### config.mk
export PLATFORM = sky130hd
export DESIGN_NAME = usf_status
export DESIGN_NICKNAME = d
export VERILOG_FILES = /design/src/rtl/usf_pkg.sv /design/src/rtl/usf_evt_if.sv /design/src/rtl/usf_rx_side.sv /design/src/rtl/usf_status.sv /design/src/rtl/usf_tx_side.sv
export SDC_FILE = /design/constraint.sdc
export NUM_CORES = 1
export LEC_CHECK = 0
export CAP_MARGIN = 10
export CORE_MARGIN = 2
export CORE_UTILIZATION = 30
export CTS_BUF_LIST = sky130_fd_sc_hd__clkbuf_16
export CTS_CLUSTER_SIZE = 12
export DETAILED_ROUTE_END_ITERATION = 8
export DONT_BUFFER_PORTS = 1
export PLACE_DENSITY = 0.53
export SYNTH_ARGS = -nofsm -noshare
export SYNTH_HDL_FRONTEND = slang
export SYNTH_HIERARCHICAL = 1
export SYNTH_SLANG_ARGS = --single-unit
### constraint.sdc
create_clock -name mclk_i -period 3.7 [get_ports mclk_i]
set_input_delay 0.37 -clock mclk_i [delete_from_list [all_inputs] [get_ports mclk_i]]
set_output_delay 0.37 -clock mclk_i [all_outputs]
set_load 0.05 [all_outputs]
### src/rtl/usf_pkg.sv
/*
  Package for the serial status-flag block: register offsets, status bit
  positions, mode and command bit positions, reset values and counts.
  Assumes a 32-bit register port with byte addresses and a single clock.
*/
`default_nettype none
package usf_pkg;
  // ----------------------------------------------------------------
  // register map
  // ----------------------------------------------------------------
  localparam logic [31:0] USF_STATUS_OFS = 32'h400e0814;
  localparam logic [31:0] USF_MODE_OFS = 32'h400e0800;
  localparam logic [31:0] USF_CMD_OFS = 32'h400e0804;
  localparam logic [31:0] USF_IMASK_OFS = 32'h400e0808;
  localparam logic [31:0] USF_IFLAG_OFS = 32'h400e080c;
  localparam logic [31:0] USF_RXHOLD_OFS = 32'h400e0818;
  localparam logic [31:0] USF_TXHOLD_OFS = 32'h400e081c;
  localparam int USF_NREG = 6;
  // ----------------------------------------------------------------
  // status bit positions
  // ----------------------------------------------------------------
  localparam int USF_B_RXAVAIL = 0;
  localparam int USF_B_TXFREE = 1;
  localparam int USF_B_RXEND = 3;
  localparam int USF_B_TXEND = 4;
  localparam int USF_B_OVR = 5;
  localparam int USF_B_FRM = 6;
  localparam int USF_B_PAR = 7;
  localparam int USF_B_TXIDLE = 9;
  // mode bits
  localparam int USF_M_RXEN = 0;
  localparam int USF_M_TXEN = 1;
  // command bits
  localparam int USF_C_CLRSTA = 0;
  // ----------------------------------------------------------------
  // reset values and counts
  // ----------------------------------------------------------------
  localparam logic [31:0] USF_ZERO_WORD = 32'h0000_0000;
  localparam logic [1:0] USF_MODE_RST = 2'h0;
  localparam logic [9:0] USF_MASK_RST = 10'h000;
  localparam logic [9:0] USF_EVT_MASK = 10'h2fb;
  localparam logic [3:0] USF_SHIFT_CYCLES = 4'ha;
endpackage
`default_nettype wire

### src/rtl/usf_evt_if.sv
/*
  Interface carrying receive events from the receive-side module to the top.
  Assumes both ends share the module clock.
*/
`default_nettype none
interface usf_evt_if;
  logic rx_load;
  logic ovr;
  logic frm;
  logic par;
  logic rx_char_ready;
  modport src (output rx_load, output ovr, output frm, output par, output rx_char_ready);
  modport dst (input rx_load, input ovr, input frm, input par, input rx_char_ready);
endinterface
`default_nettype wire

### src/rtl/usf_rx_side.sv
/*
  Receive holding logic: tracks a complete character waiting for software,
  raises overrun when one arrives before the last was read.
  Assumes character strobes are one cycle and synchronous to mclk_i.
*/
`default_nettype none
module usf_rx_side
  import usf_pkg::*;
(
  input wire logic mclk_i,
  input wire logic reset_n_i,
  input wire logic rx_en_i,
  input wire logic char_valid_i,
  input wire logic char_frame_err_i,
  input wire logic char_parity_err_i,
  input wire logic rhr_read_i,
  usf_evt_if.src evt
);
  typedef struct packed {
    logic full;
  } usf_rx_state_t;
  usf_rx_state_t state_reg, state_next;

  always_comb begin
    state_next = state_reg;
    if (!rx_en_i) begin
      state_next.full = 1'b0;
    end else if (char_valid_i) begin
      state_next.full = 1'b1;
    end else if (rhr_read_i) begin
      state_next.full = 1'b0;
    end
  end

  always_ff @(posedge mclk_i or negedge reset_n_i) begin
    if (!reset_n_i) begin
      state_reg <= '0;
    end else begin
      state_reg <= state_next;
    end
  end

  // a read in the same cycle as a new character still overruns only if unread
  assign evt.rx_load = rx_en_i & char_valid_i;
  assign evt.ovr = rx_en_i & char_valid_i & state_reg.full & ~rhr_read_i;
  assign evt.frm = rx_en_i & char_valid_i & char_frame_err_i;
  assign evt.par = rx_en_i & char_valid_i & char_parity_err_i;
  assign evt.rx_char_ready = state_reg.full;
endmodule
`default_nettype wire

### src/rtl/usf_status.sv
/*
  Serial status-flag block top: status word, sticky error flags, mode,
  command, interrupt mask/flag registers and a plain register port.
  Words: mode (receive and transmit enables), command (status clear),
  interrupt mask, interrupt flags, status (read-only), receive holding
  (read-only) and transmit holding (write-only). Reads answer one cycle
  after the strobe and return zero otherwise.
  Assumes one 20 MHz clock and synchronous strobe inputs.
*/
`default_nettype none
// What this block does
// - receive-ready reads 1 while an unread complete character sits in holding register
// - receive-ready reads 0 after the holding register read or with receiver off
// - transmit-ready reads 0 while a written character waits or transmitter off
// - transmit-ready reads 1 when the transmitter is on and no written character waits for the shifter
// - receive DMA end bit follows the receive channel end signal one clock later
// - transmit DMA end bit follows the transmit channel end signal one clock later
// - overrun flag sets on any overrun and holds until clear-status command
// - framing flag sets on any framing error and holds until clear-status command
// - parity flag sets on any parity error and holds until clear-status command
// - transmitter-empty reads 1 only with holding register empty and shifter idle
// - transmitter-empty reads 0 while holding full, shifter busy or transmitter off
module usf_status
  import usf_pkg::*;
#(
  parameter int BAUD_DIV = 16
)
(
  input wire logic mclk_i,
  input wire logic reset_n_i,
  input wire logic [31:0] addr_i,
  input wire logic [31:0] wdata_i,
  input wire logic wr_i,
  input wire logic rd_i,
  output logic [31:0] rdata_o,
  input wire logic char_valid_i,
  input wire logic [7:0] char_data_i,
  input wire logic char_frame_err_i,
  input wire logic char_parity_err_i,
  input wire logic rx_dma_end_i,
  input wire logic tx_dma_end_i,
  output logic [7:0] tx_char_o,
  output logic tx_char_load_o,
  output logic irq_o
);
  // ----------------------------------------------------------------
  // state
  // ----------------------------------------------------------------
  typedef struct packed {
    logic [1:0] mode;
    logic [9:0] mask;
    logic [9:0] iflag;
    logic ovr;
    logic frm;
    logic par;
    logic rx_end;
    logic tx_end;
    logic [7:0] rx_data;
    logic [7:0] tx_data;
    logic tx_load;
    logic [15:0] div;
    logic [31:0] rdata;
    logic irq;
  } usf_state_t;
  usf_state_t state_reg, state_next;

  usf_evt_if evt ();
  logic hold_full;
  logic shift_busy;
  logic bit_tick;
  logic rhr_read;
  logic thr_write;
  logic [9:0] status_bits;
  logic [31:0] status_word;

  assign rhr_read = rd_i && (addr_i == USF_RXHOLD_OFS);
  assign thr_write = wr_i && (addr_i == USF_TXHOLD_OFS) && state_reg.mode[USF_M_TXEN];
  assign bit_tick = (state_reg.div == 16'h0000);

  usf_rx_side u_rx (
    .mclk_i(mclk_i),
    .reset_n_i(reset_n_i),
    .rx_en_i(state_reg.mode[USF_M_RXEN]),
    .char_valid_i(char_valid_i),
    .char_frame_err_i(char_frame_err_i),
    .char_parity_err_i(char_parity_err_i),
    .rhr_read_i(rhr_read),
    .evt(evt)
  );

  usf_tx_side u_tx (
    .mclk_i(mclk_i),
    .reset_n_i(reset_n_i),
    .tx_en_i(state_reg.mode[USF_M_TXEN]),
    .thr_write_i(thr_write),
    .bit_tick_i(bit_tick),
    .hold_full_o(hold_full),
    .shift_busy_o(shift_busy)
  );

  // ----------------------------------------------------------------
  // status word assembly
  // ----------------------------------------------------------------
  always_comb begin
    status_bits = '0;
    status_bits[USF_B_RXAVAIL] = evt.rx_char_ready;
    status_bits[USF_B_TXFREE] = state_reg.mode[USF_M_TXEN] & ~hold_full;
    status_bits[USF_B_RXEND] = state_reg.rx_end;
    status_bits[USF_B_TXEND] = state_reg.tx_end;
    status_bits[USF_B_OVR] = state_reg.ovr;
    status_bits[USF_B_FRM] = state_reg.frm;
    status_bits[USF_B_PAR] = state_reg.par;
    // both stages must drain before the line counts as idle
    status_bits[USF_B_TXIDLE] = state_reg.mode[USF_M_TXEN] & ~hold_full & ~shift_busy;
    status_word = {22'h000000, status_bits};
  end

  // ----------------------------------------------------------------
  // register decode
  // ----------------------------------------------------------------
  logic sel_status;
  logic sel_mode;
  logic sel_cmd;
  logic sel_imask;
  logic sel_iflag;
  logic sel_rxhold;
  logic mode_write;
  logic mask_write;
  logic cmd_clear;

  // status, receive holding and unmapped words have no write select, so writes there fall away
  assign sel_status = (addr_i == USF_STATUS_OFS);
  assign sel_mode = (addr_i == USF_MODE_OFS);
  assign sel_cmd = (addr_i == USF_CMD_OFS);
  assign sel_imask = (addr_i == USF_IMASK_OFS);
  assign sel_iflag = (addr_i == USF_IFLAG_OFS);
  assign sel_rxhold = (addr_i == USF_RXHOLD_OFS);
  assign mode_write = wr_i & sel_mode;
  assign mask_write = wr_i & sel_imask;
  // only the clear bit of the command word acts; the rest is reserved
  assign cmd_clear = wr_i & sel_cmd & wdata_i[USF_C_CLRSTA];

  // ----------------------------------------------------------------
  // baud tick divider
  // ----------------------------------------------------------------
  logic [15:0] div_next;

  always_comb begin
    if (bit_tick) begin
      div_next = 16'(BAUD_DIV - 1);
    end else begin
      div_next = state_reg.div - 16'h0001;
    end
  end

  // ----------------------------------------------------------------
  // sticky error flags
  // ----------------------------------------------------------------
  logic [2:0] err_event;
  logic [2:0] err_held;
  logic [2:0] err_next;

  assign err_event = {evt.par, evt.frm, evt.ovr};
  assign err_held = {state_reg.par, state_reg.frm, state_reg.ovr};

  // the set wins over a same-cycle clear so no error slips past software
  for (genvar ge = 0; ge < 3; ge++) begin : g_sticky
    assign err_next[ge] = err_event[ge] | (err_held[ge] & ~cmd_clear);
  end

  // ----------------------------------------------------------------
  // interrupt flags
  // ----------------------------------------------------------------
  logic [9:0] iflag_next;

  // level-fed: a flag cleared while its status bit stays high comes back at once
  for (genvar gi = 0; gi < 10; gi++) begin : g_iflag
    logic flag_set;
    logic flag_clr;
    assign flag_set = status_bits[gi] & USF_EVT_MASK[gi];
    assign flag_clr = wr_i & sel_iflag & wdata_i[gi];
    assign iflag_next[gi] = flag_set | (state_reg.iflag[gi] & ~flag_clr);
  end

  // ----------------------------------------------------------------
  // read data selection
  // ----------------------------------------------------------------
  logic [31:0] read_word;

  always_comb begin
    read_word = USF_ZERO_WORD;
    if (sel_status) begin
      read_word = status_word;
    end else if (sel_mode) begin
      read_word = {30'h00000000, state_reg.mode};
    end else if (sel_imask) begin
      read_word = {22'h000000, state_reg.mask};
    end else if (sel_iflag) begin
      read_word = {22'h000000, state_reg.iflag};
    end else if (sel_rxhold) begin
      read_word = {24'h000000, state_reg.rx_data};
    end
  end

  // ----------------------------------------------------------------
  // mode, mask and interrupt output
  // ----------------------------------------------------------------
  logic [1:0] mode_next;
  logic [9:0] mask_next;
  logic [9:0] irq_pending;

  // enables change only at the edge, so both sides see one mode per cycle
  assign mode_next = mode_write ? wdata_i[1:0] : state_reg.mode;
  assign mask_next = mask_write ? wdata_i[9:0] : state_reg.mask;
  assign irq_pending = iflag_next & mask_next;

  // ----------------------------------------------------------------
  // data capture
  // ----------------------------------------------------------------
  logic [7:0] rx_data_next;
  logic [7:0] tx_data_next;

  // an overrunning byte still replaces the old one: the newest character wins
  assign rx_data_next = evt.rx_load ? char_data_i : state_reg.rx_data;
  assign tx_data_next = thr_write ? wdata_i[7:0] : state_reg.tx_data;

  // ----------------------------------------------------------------
  // next state
  // ----------------------------------------------------------------
  always_comb begin
    state_next = state_reg;
    state_next.mode = mode_next;
    state_next.mask = mask_next;
    state_next.iflag = iflag_next;
    state_next.ovr = err_next[0];
    state_next.frm = err_next[1];
    state_next.par = err_next[2];
    state_next.rx_end = rx_dma_end_i;
    state_next.tx_end = tx_dma_end_i;
    state_next.rx_data = rx_data_next;
    state_next.tx_data = tx_data_next;
    state_next.tx_load = thr_write;
    state_next.div = div_next;
    state_next.rdata = USF_ZERO_WORD;
    if (rd_i) begin
      state_next.rdata = read_word;
    end
    state_next.irq = |irq_pending;
  end

  always_ff @(posedge mclk_i or negedge reset_n_i) begin
    if (!reset_n_i) begin
      state_reg <= '0;
    end else begin
      state_reg <= state_next;
    end
  end

  assign rdata_o = state_reg.rdata;
  assign tx_char_o = state_reg.tx_data;
  assign tx_char_load_o = state_reg.tx_load;
  assign irq_o = state_reg.irq;
endmodule
`default_nettype wire

### src/rtl/usf_tx_side.sv
/*
  Transmit holding and shifter occupancy model: a written character waits
  in the holding slot, moves to the shifter, which stays busy a fixed count.
  Assumes writes are one-cycle strobes synchronous to mclk_i.
*/
`default_nettype none
module usf_tx_side
  import usf_pkg::*;
(
  input wire logic mclk_i,
  input wire logic reset_n_i,
  input wire logic tx_en_i,
  input wire logic thr_write_i,
  input wire logic bit_tick_i,
  output logic hold_full_o,
  output logic shift_busy_o
);
  typedef struct packed {
    logic hold;
    logic busy;
    logic [3:0] cnt;
  } usf_tx_state_t;
  usf_tx_state_t state_reg, state_next;

  always_comb begin
    state_next = state_reg;
    if (!tx_en_i) begin
      state_next = '0;
    end else begin
      if (state_reg.busy && bit_tick_i) begin
        if (state_reg.cnt == 4'h1) begin
          state_next.busy = 1'b0;
        end
        state_next.cnt = state_reg.cnt - 4'h1;
      end
      if (state_reg.hold && !state_next.busy) begin
        state_next.hold = 1'b0;
        state_next.busy = 1'b1;
        state_next.cnt = USF_SHIFT_CYCLES;
      end
      if (thr_write_i) begin
        state_next.hold = 1'b1;
      end
    end
  end

  always_ff @(posedge mclk_i or negedge reset_n_i) begin
    if (!reset_n_i) begin
      state_reg <= '0;
    end else begin
      state_reg <= state_next;
    end
  end

  assign hold_full_o = state_reg.hold;
  assign shift_busy_o = state_reg.busy;
endmodule
`default_nettype wire

==> results.ini, run 1 <==
[status]
outcome=finished clean

[synthesis]
syn_avg_cell_area_um2=11.04
synth_cells=358
synth_most_common_cell=dfrtp_1
async_reset_ff_share_pct=100.0
synth_top_area_share_pct=49.38
yosysSeqAreaShare_pct=49.38
synthFlopType=dfrtp_1
synthTopCellsByCount=dfrtp_1 (78), buf_4 (40), mux2_2 (24), nor2_1 (24), nand2_1 (21)
yosysUniqueCellTypes=55
yosys.area.top_type=dfrtp_1
ys_warn_count=6
ys_top_cells_by_area=dfrtp_1 (49%), buf_4 (7.6%), mux2_2 (6.8%), nor2_1 (2.3%), xnor2_1 (2.2%)
synth_edf_count=0
synth_area_um2=3953
ys_ff_latch=78

[cts]
htree_levels=3
cts_buffers=9
cts.sinks=78
cts_root_buffer=clkbuf_16
post_cts_buffers=0
insertion_delay_ns=0.32
cts_tree=built
clockBufferDepth=2
path_clk_slew_ns=0.06

[sta]
layout_worst_path_cycle_share_pct=69.74
period_minus_slack_ns=2.581
worstMarginPinSlew_ns=0.5584
setup-tns-final_ns=0
fin_worst_skew_ns=0.004085
rsz0062_at_grt=no
slew_viol_final=0
slew_headroom_pct=62.78
max_freq_mhz=387.5
finalHoldViolCount=0
finalSetupViolations=0

[detailed_routing]
drc=0
met3WireLength_um=776
top_layer=met4
drtPass1Iterations=4
viasPerCell=4.857
drt-met1-wl_mm=3.706
wl_met2_mm=3.999
detail-route-antenna-nets=0
num_vias=2555
drtIter0Drc=168
wl_per_cell_um=16.18
wl_mm=8.511

[placed_design]
place_congestion=0.8189
hpwl_mm=6.427
port_buffers=0
placedCellCount=508

[setup_path]
cp-start-kind=flip-flop
arrival_ns=2.85
crit_path_end_kind=flip-flop
worstPathRequired_ns=3.97
crit_chain=or4_1, nor4_1, nand2b_1, nor2_1, and4b_1, nand4bb_1, a21boi_2, o31a_1
critPathMaxFanout=5
crit_type=reg -> reg
cpPeakStageDelay_ns=0.59
critPathSlowestCell=or4_1
ff2ff_path_depth=8

[power]
combPwrFrac_pct=4.5
p_switching_mw=0.3932
p_per_area_nw_per_um2=428.7
sequentialPowerShare_pct=46.5
p_leak_nw=1.989
p_int_mw=1.446
max-vdd-ir-drop_mv=0.2185
p_sw_share_pct=21.38
pwr-share-clk_pct=49.0

[die]
rows=41
die-area_um2=14110
ioPinCount=123
die_h_um=118.8
core_area_um2=12720
fp.dieW_um=118.8
start_util_pct=31.07

[final_layout]
final-instance-count-excl-fill=526
drive_gt1_share_pct=15.82
final_nets=434
syn_to_final_growth_pct=8.515
n_fill_cell=1324
largest_reg_flops=46
diodes=0

[run]
maxCapViolations=0

[grt]
grt_pass1_wl_mm=13.75
track_usage_pct=12.43
grt_overflow=0
grt_pass1_vias=2679
grt_max_degree=79
antenna_found_initial=0

[hold_path]
hold_class=in -> reg
hold_depth=0

-- stage by stage --
step | hold WS, ns | util, % | area, µm² | setup slack, ns | power [mW]
2_1_floorplan | 0.07441 | - | 4031 | 1.078 | 0.9515
3_3_place_gp | 0.07866 | 31.01 | 3945 | 0.9367 | 0.9322
3_5_place_dp | 0.07862 | 31.01 | 3945 | 0.9031 | 0.9324
4_1_cts | 0.05650 | 33.71 | 4289 | 1.102 | 1.863
5_1_grt | 0.05269 | 33.71 | 4289 | 0.8680 | 1.902
6_report | 0.07009 | 33.71 | 4289 | 1.120 | 1.839
-- power by group through the flow --
| stage | registers [mW] | clock network (mW) | logic, mW |
|---|---|---|---|
| 6_report | 0.855 | 0.901 | 0.0822 |
| 5_1_grt | 0.855 | 0.958 | 0.0888 |
| 4_1_cts | 0.855 | 0.924 | 0.0837 |
| 3_5_place_dp | 0.871 | 0 | 0.0617 |
| 3_3_place_gp | 0.871 | 0 | 0.0616 |
| 2_1_floorplan | 0.870 | 0 | 0.0811 |
-- worst paths after layout --
check,endpoint,slack (ns),startpoint
min in group asynchronous,state_reg[43]$_DFF_PN0_,0.59,reset_n_i
min,g_iflag[4].flag_set$_DFF_PN0_,0.07,tx_dma_end_i
max,u_tx/state_reg[3]$_DFFE_PN0P_,1.12,state_reg[41]$_DFF_PN0_
max in group asynchronous,state_reg[78]$_DFF_PN0_,2.79,reset_n_i
min reg2reg,state_reg[33]$_DFF_PN0_,0.49,state_reg[33]$_DFF_PN0_
max reg2reg,u_tx/state_reg[3]$_DFFE_PN0P_,1.12,state_reg[41]$_DFF_PN0_
-- layer usage --
metal  vias up  GRT usage [%]
met5         -              0
met4         0          3.348
met3         2          4.344
met2       109          19.50
met1      1247          16.26
li1       1197              -
-- kinds of logic after synthesis --
group | Yosys count | share of synthesized area [%]
xor+xnor | 15 | 3.324
mux | 28 | 8.104
other cells | 1 | 0.09488
buf+inv | 60 | 9.718
compound gates | 52 | 9.529
fa+ha+maj | 4 | 1.266
flops | 78 | 49.38
simple gates | 120 | 18.58
-- final cells by class --
class | count | area [µm²] | area share [%]
clock buffers | 9 | 225.2 | 5.251
clock inverters | 7 | 81.33 | 1.896
inverters | 12 | 45.04 | 1.050
multi-input cells | 241 | 1695 | 39.53
flip-flops and latches | 78 | 1952 | 45.51
well taps | 172 | 215.2 | 5.017
repair buffers | 7 | 75.07 | 1.750
-- timing repair --
item                      4_1_cts  5_1_grt
hold buffers                    2        0
gates resized for setup         0        0
hold endpoints to repair       78        0
-- layout by cell type, fill, tap and decap left out, types with 4 or more instances in the layout --
cell / instances
or4_1: 4
mux2_2: 24
o21a_1: 4
nand4_1: 5
o21ai_0: 10
nand2b_1: 5
conb_1: 22
buf_4: 5
dfrtp_1: 78
nor4_1: 7
inv_1: 14
nand3_1: 10
nand2_1: 21
nor2_1: 24
a21o_1: 8
nor3_1: 11
a222oi_1: 7
xnor2_1: 10
xor2_1: 5
and3_1: 4
ha_1: 4
a21oi_1: 8
clkbuf_16: 9
-- worst max-delay path: cells and delay by family, from the launching register on --
kind               cells  cell delay [ns]
and+or+nand+nor        6             1.67
AOI/OAI and AO/OA      2             0.43
DFF                    1             0.40
(Power assumes the default switching activity.)
==> run 2: changes to the inputs <==
clock period = 2.5 ns   (was 3.7 ns; I/O delays follow)
==> run 2 against run 1 <==
  * Fmax is 8.3% higher
  * Clock power is 39% higher
  * First-iteration DRC count is 7.7% lower
  * Critical path depth stayed put
  * Critical path type unchanged
  * Worst hold slack worse by 0.032 ns
  * Highest routed layer unchanged
  * Cell count is 2.3% higher
  * Wire length is 3.9% higher
  * Clock skew is 0.0069 ns higher
  * Cell area is 2.6% higher
  * Setup slack worse by 1.0 ns
  * Total power is 44% higher
  * Sequential cell count stayed put
==> results.ini, run 2 (synthesis results as in run 1) <==
[grt]
antenna_found_initial=0
grtUsageMet3_pct=4.440
gr-usage-met1_pct=16.82
grt_overflow=0
use_met2_pct=20.76
grt_pass1_vias=2726
grt_max_degree=79
track_usage_pct=13.18
top_usage_layer=met2
grt_pass1_wl_mm=14.42

[final_layout]
ff_latch_area_um2=1952
drive_gt1_share_pct=20.22
multi_input_area_um2=1734
layout_commonest_cell=dfrtp_1
n_fill_cell=1299
syn_to_final_growth_pct=11.30
final_cell_mix=dfrtp_1 (78), mux2_2 (24), nor2_1 (23), conb_1 (22), nand2_1 (21)
final-instance-count-excl-fill=538
diodes=0
final_nets=446
largest_reg_flops=46

[cts]
clockBufferDepth=2
path_clk_slew_ns=0.07
cts_root_buffer=clkbuf_16
cts_buffers=9
insertion_delay_ns=0.34
htree_levels=3
cts.sinks=78
cts_tree=built

[run]
maxCapViolations=0

[die]
rows=41
die_h_um=118.8
die-area_um2=14110
fp.dieW_um=118.8
start_util_pct=31.07
ioPinCount=123
core_area_um2=12720

[sta]
finalHoldViolCount=0
max_freq_mhz=419.6
setup-tns-final_ns=0
finalSetupViolations=0
layout_worst_path_cycle_share_pct=95.34
rsz0062_at_grt=yes
period_minus_slack_ns=2.383
slew_viol_final=0
fin_worst_skew_ns=0.01094

[setup_path]
crit_path_end_kind=flip-flop
crit_type=reg -> reg
worstPathRequired_ns=2.73
arrival_ns=2.61
critPathMaxFanout=5
cp-start-kind=flip-flop

[detailed_routing]
wl_per_cell_um=16.44
drc=0
detail-route-antenna-nets=0
drtPass1Iterations=5
viasPerCell=4.883
wl_mm=8.844
drtIter0Drc=155
num_vias=2627

[power]
p_leak_nw=2.026
p_per_area_nw_per_um2=601.1
max-vdd-ir-drop_mv=0.3258

[placed_design]
port_buffers=0
placedCellCount=518
place_congestion=0.7881
hpwl_mm=6.584

[status]
outcome=finished clean

[hold_path]
hold_class=in -> reg

[run 2: repair_timing]
action / CTS / global route
pin swaps: 0 / 2
resized for setup: 1 / 4
hold buffers: 4 / 0
setup buffers: 0 / 0
setup endpoints to repair: 1 / 5
endpoints found under the hold margin: 80 / 0
[run 2: critical path, cell delays in order, from the launching register on]
cell and delay (ns):
dfrtp_1 0.40, or4_4 0.55, nor4_4 0.19, nand2b_1 0.12
nor2_2 0.12, and4b_2 0.33, nand4bb_1 0.14, o21a_1 0.19
o31a_1 0.23
[run 2: worst paths after layout]
check | from | end | slack, ns | cells past startpoint
hold / removal | wdata_i[5] | state_reg[76]$_DFF_PN0_ | 0.04 | 1
hold reg to reg | state_reg[33]$_DFF_PN0_ | state_reg[33]$_DFF_PN0_ | 0.50 | 1
setup reg to reg | state_reg[41]$_DFF_PN0_ | u_tx/state_reg[3]$_DFFE_PN0P_ | 0.12 | 8
setup / recovery | state_reg[41]$_DFF_PN0_ | u_tx/state_reg[3]$_DFFE_PN0P_ | 0.12 | 8
max in group asynchronous | reset_n_i | tx_char_o[2]$_DFFE_PN0P_ | 1.69 | 2
min in group asynchronous | reset_n_i | tx_char_load_o$_DFF_PN0_ | 0.46 | 2
[run 2: cell type report]
class / count / area share, %
Clock inverter: 7 / 1.308
Multi-Input combinational cell: 241 / 39.42
Tap cell: 172 / 4.892
Inverter: 12 / 1.024
Timing Repair Buffer: 19 / 3.868
Sequential cell: 78 / 44.37
Clock buffer: 9 / 5.119
[run 2: where the power goes]
group	total [mW]	leakage, nW	internal, mW	switching [mW]
sequential	1.26	1.04	1.26	0.00113
clock	1.25	0.134	0.685	0.568
combinational	0.127	0.853	0.0196	0.107
[run 2: layer usage]
| layer | up-vias | wire, µm |
|---|---|---|
| li1 | 1231 | - |
| met1 | 1257 | 3695 |
| met2 | 128 | 4140 |
| met3 | 11 | 877 |
| met4 | 0 | 131 |
| met5 | - | 0 |
[run 2: stage by stage]
step           hold slack, ns  cell area (µm²)  setup slack (ns)  utilization [%]  power [mW]
4_1_cts               0.03011             4368           0.02191            34.33       2.678
6_report              0.03835             4399            0.1165            34.58       2.644
2_1_floorplan        -0.04559             4041           0.04233                -       1.408
3_3_place_gp         -0.04316             4026           0.06954            31.65       1.382
5_1_grt               0.02757             4399         -0.008733            34.58       2.737
3_5_place_dp         -0.04339             4026           0.02348            31.65       1.382
==> run 3: changes to the inputs <==
CORE_UTILIZATION = 35   (was 30)
PLACE_DENSITY = 0.58   (was 0.53)
==> run 3 against run 2 <==
  * Count of clock-buffer cells in the layout is the same
  * Critical path type unchanged
  * First-iteration DRC count rose by 1.3%
  * Highest routed layer unchanged
  * Cell count down 5.9%
  * Combinational power hardly changed
==> results.ini, run 3 (synthesis results as in run 1) <==
[setup_path]
crit_path_end_kind=flip-flop
crit_chain=or4_4, nor4_4, nand2b_1, nor2_2, and4b_2, nand4bb_1, a21boi_2, o31a_1
crit_path_start=state_reg[42]$_DFF_PN0_
arrival_ns=2.60
r2r-start=state_reg[42]$_DFF_PN0_
reg2reg_slack_ns=0.17
critPathMaxFanout=4
rr_endpoint=u_tx/state_reg[3]$_DFFE_PN0P_
crit_path_end=u_tx/state_reg[3]$_DFFE_PN0P_
cpPeakStageDelay_ns=0.57
critPathSlowestCell=or4_4
cp-start-kind=flip-flop
path_delay_family=simple AND/OR/NAND/NOR gates
crit_type=reg -> reg
cp_num_buf_inv=0
critical_path_depth=8
worstPathRequired_ns=2.77
ff2ff_path_depth=8

[detailed_routing]
wl_mm=8.419
drc=0
wl_per_cell_um=16.64
drt-met1-wl_mm=3.687
drtIter0Drc=157
drtPass1Iterations=5
detail-route-antenna-nets=0
top_layer=met4
viasPerCell=5.168
met3WireLength_um=833
num_vias=2615
wl_met2_mm=3.788

[grt]
grt_overflow=0
grt_max_degree=79
grt_pass1_vias=2635
antenna_found_initial=0
track_usage_pct=14.64
grt_pass1_wl_mm=13.29

[placed_design]
place_congestion=0.8274
placedCellCount=486
dpl-instance-area_um2=3986
hpwl_mm=6.250
port_buffers=0

[power]
max-vdd-ir-drop_mv=0.4477
p_per_area_nw_per_um2=603.1
p_leak_nw=2.019

[final_layout]
diodes=0
layout_commonest_cell=dfrtp_1
final_nets=446
largest_reg_flops=46
drive_gt1_share_pct=19.95
syn_to_final_growth_pct=9.908
stdcell_area_um2=4344
n_fill_cell=1046
final_cell_mix=dfrtp_1 (78), mux2_2 (24), nor2_1 (23), conb_1 (22), nand2_1 (21)
final-instance-count-excl-fill=506

[die]
die-area_um2=12160
core_area_um2=10940
die_h_um=110.3
fp.dieW_um=110.3
rows=38
ioPinCount=123
start_util_pct=36.14

[status]
outcome=finished clean

[cts]
clockBufferDepth=2
cts_tree=built
cts_buffers=9
cts.sinks=78
htree_levels=3
insertion_delay_ns=0.33
cts_root_buffer=clkbuf_16
path_clk_slew_ns=0.07

[sta]
slew_headroom_pct=63.31
finalSetupViolations=0
layout_worst_path_cycle_share_pct=93.36
max_freq_mhz=428.4
finalHoldViolCount=0
period_minus_slack_ns=2.334
worstMarginPinSlew_ns=0.5488
fin_worst_skew_ns=0.006038
slew_viol_final=0
rsz0062_at_grt=no
setup-tns-final_ns=0

[run]
maxCapViolations=0

[hold_path]
hold_class=in -> reg

==> run 3: layout make-up <==
cell class                 instances  area (µm²)  share of cell area [%]
clock inverter                     7       58.81                   1.354
timing repair buffer              19       170.2                   3.917
inverter                          12       45.04                   1.037
tap                              140       175.2                   4.032
multi-input combinational        241        1718                   39.54
clock buffer                       9       225.2                   5.184
sequential                        78        1952                   44.93
==> run 3: power breakdown <==
| part | switching, mW | internal [mW] | leakage, nW | total (mW) |
|---|---|---|---|---|
| clock | 0.545 | 0.684 | 0.126 | 1.23 |
| sequential | 0.00146 | 1.26 | 1.04 | 1.27 |
| combinational | 0.107 | 0.0196 | 0.854 | 0.126 |
| total | 0.653 | 1.97 | 2.02 | 2.62 |
==> run 3: worst register-to-register path, cell delays in order, from the launching register on <==
cell and delay (ns):
dfrtp_1 0.39, or4_4 0.57, nor4_4 0.17, nand2b_1 0.12, nor2_2 0.11, and4b_2 0.27
nand4bb_1 0.21, a21boi_2 0.27, o31a_1 0.17
==> run 3: worst min path at each step <==
stage,start,slack (ns),cells past startpoint,to
2_1_floorplan,reset_n_i,-0.05,0,g_iflag[3].flag_set$_DFF_PN0_
3_3_place_gp,reset_n_i,-0.04,0,state_reg[36]$_DFF_PN0_
3_5_place_dp,reset_n_i,-0.04,0,tx_char_o[4]$_DFFE_PN0P_
4_1_cts,wdata_i[5],0.03,1,state_reg[76]$_DFF_PN0_
5_1_grt,wdata_i[5],0.03,1,state_reg[76]$_DFF_PN0_
6_report,wdata_i[5],0.05,1,state_reg[76]$_DFF_PN0_
==> run 3: routing by layer <==
layer	GRT usage, %	up-vias
met5	0	-
li1	-	1230
met1	19.20	1253
met4	4.464	0
met2	22.52	122
met3	5.467	10
==> run 3: through the flow <==
step | worst slack [ns] | hold slack (ns) | total power [mW] | util, %
floorplan | 0.04233 | -0.04559 | 1.408 | -
global placement | 0.05319 | -0.04224 | 1.382 | 36.45
detailed placement | 0.02219 | -0.04245 | 1.382 | 36.45
CTS | 0.07564 | 0.03357 | 2.645 | 39.58
global route | 0.002991 | 0.03034 | 2.705 | 39.73
finish | 0.1659 | 0.04543 | 2.620 | 39.73
==> run 3: repair_timing <==
item / CTS / global route
gates resized for setup: 0 / 4
buffers inserted: 0 / 0
hold buffers: 4 / 0
setup endpoints to repair: 0 / 5
hold endpoints to repair: 80 / 0
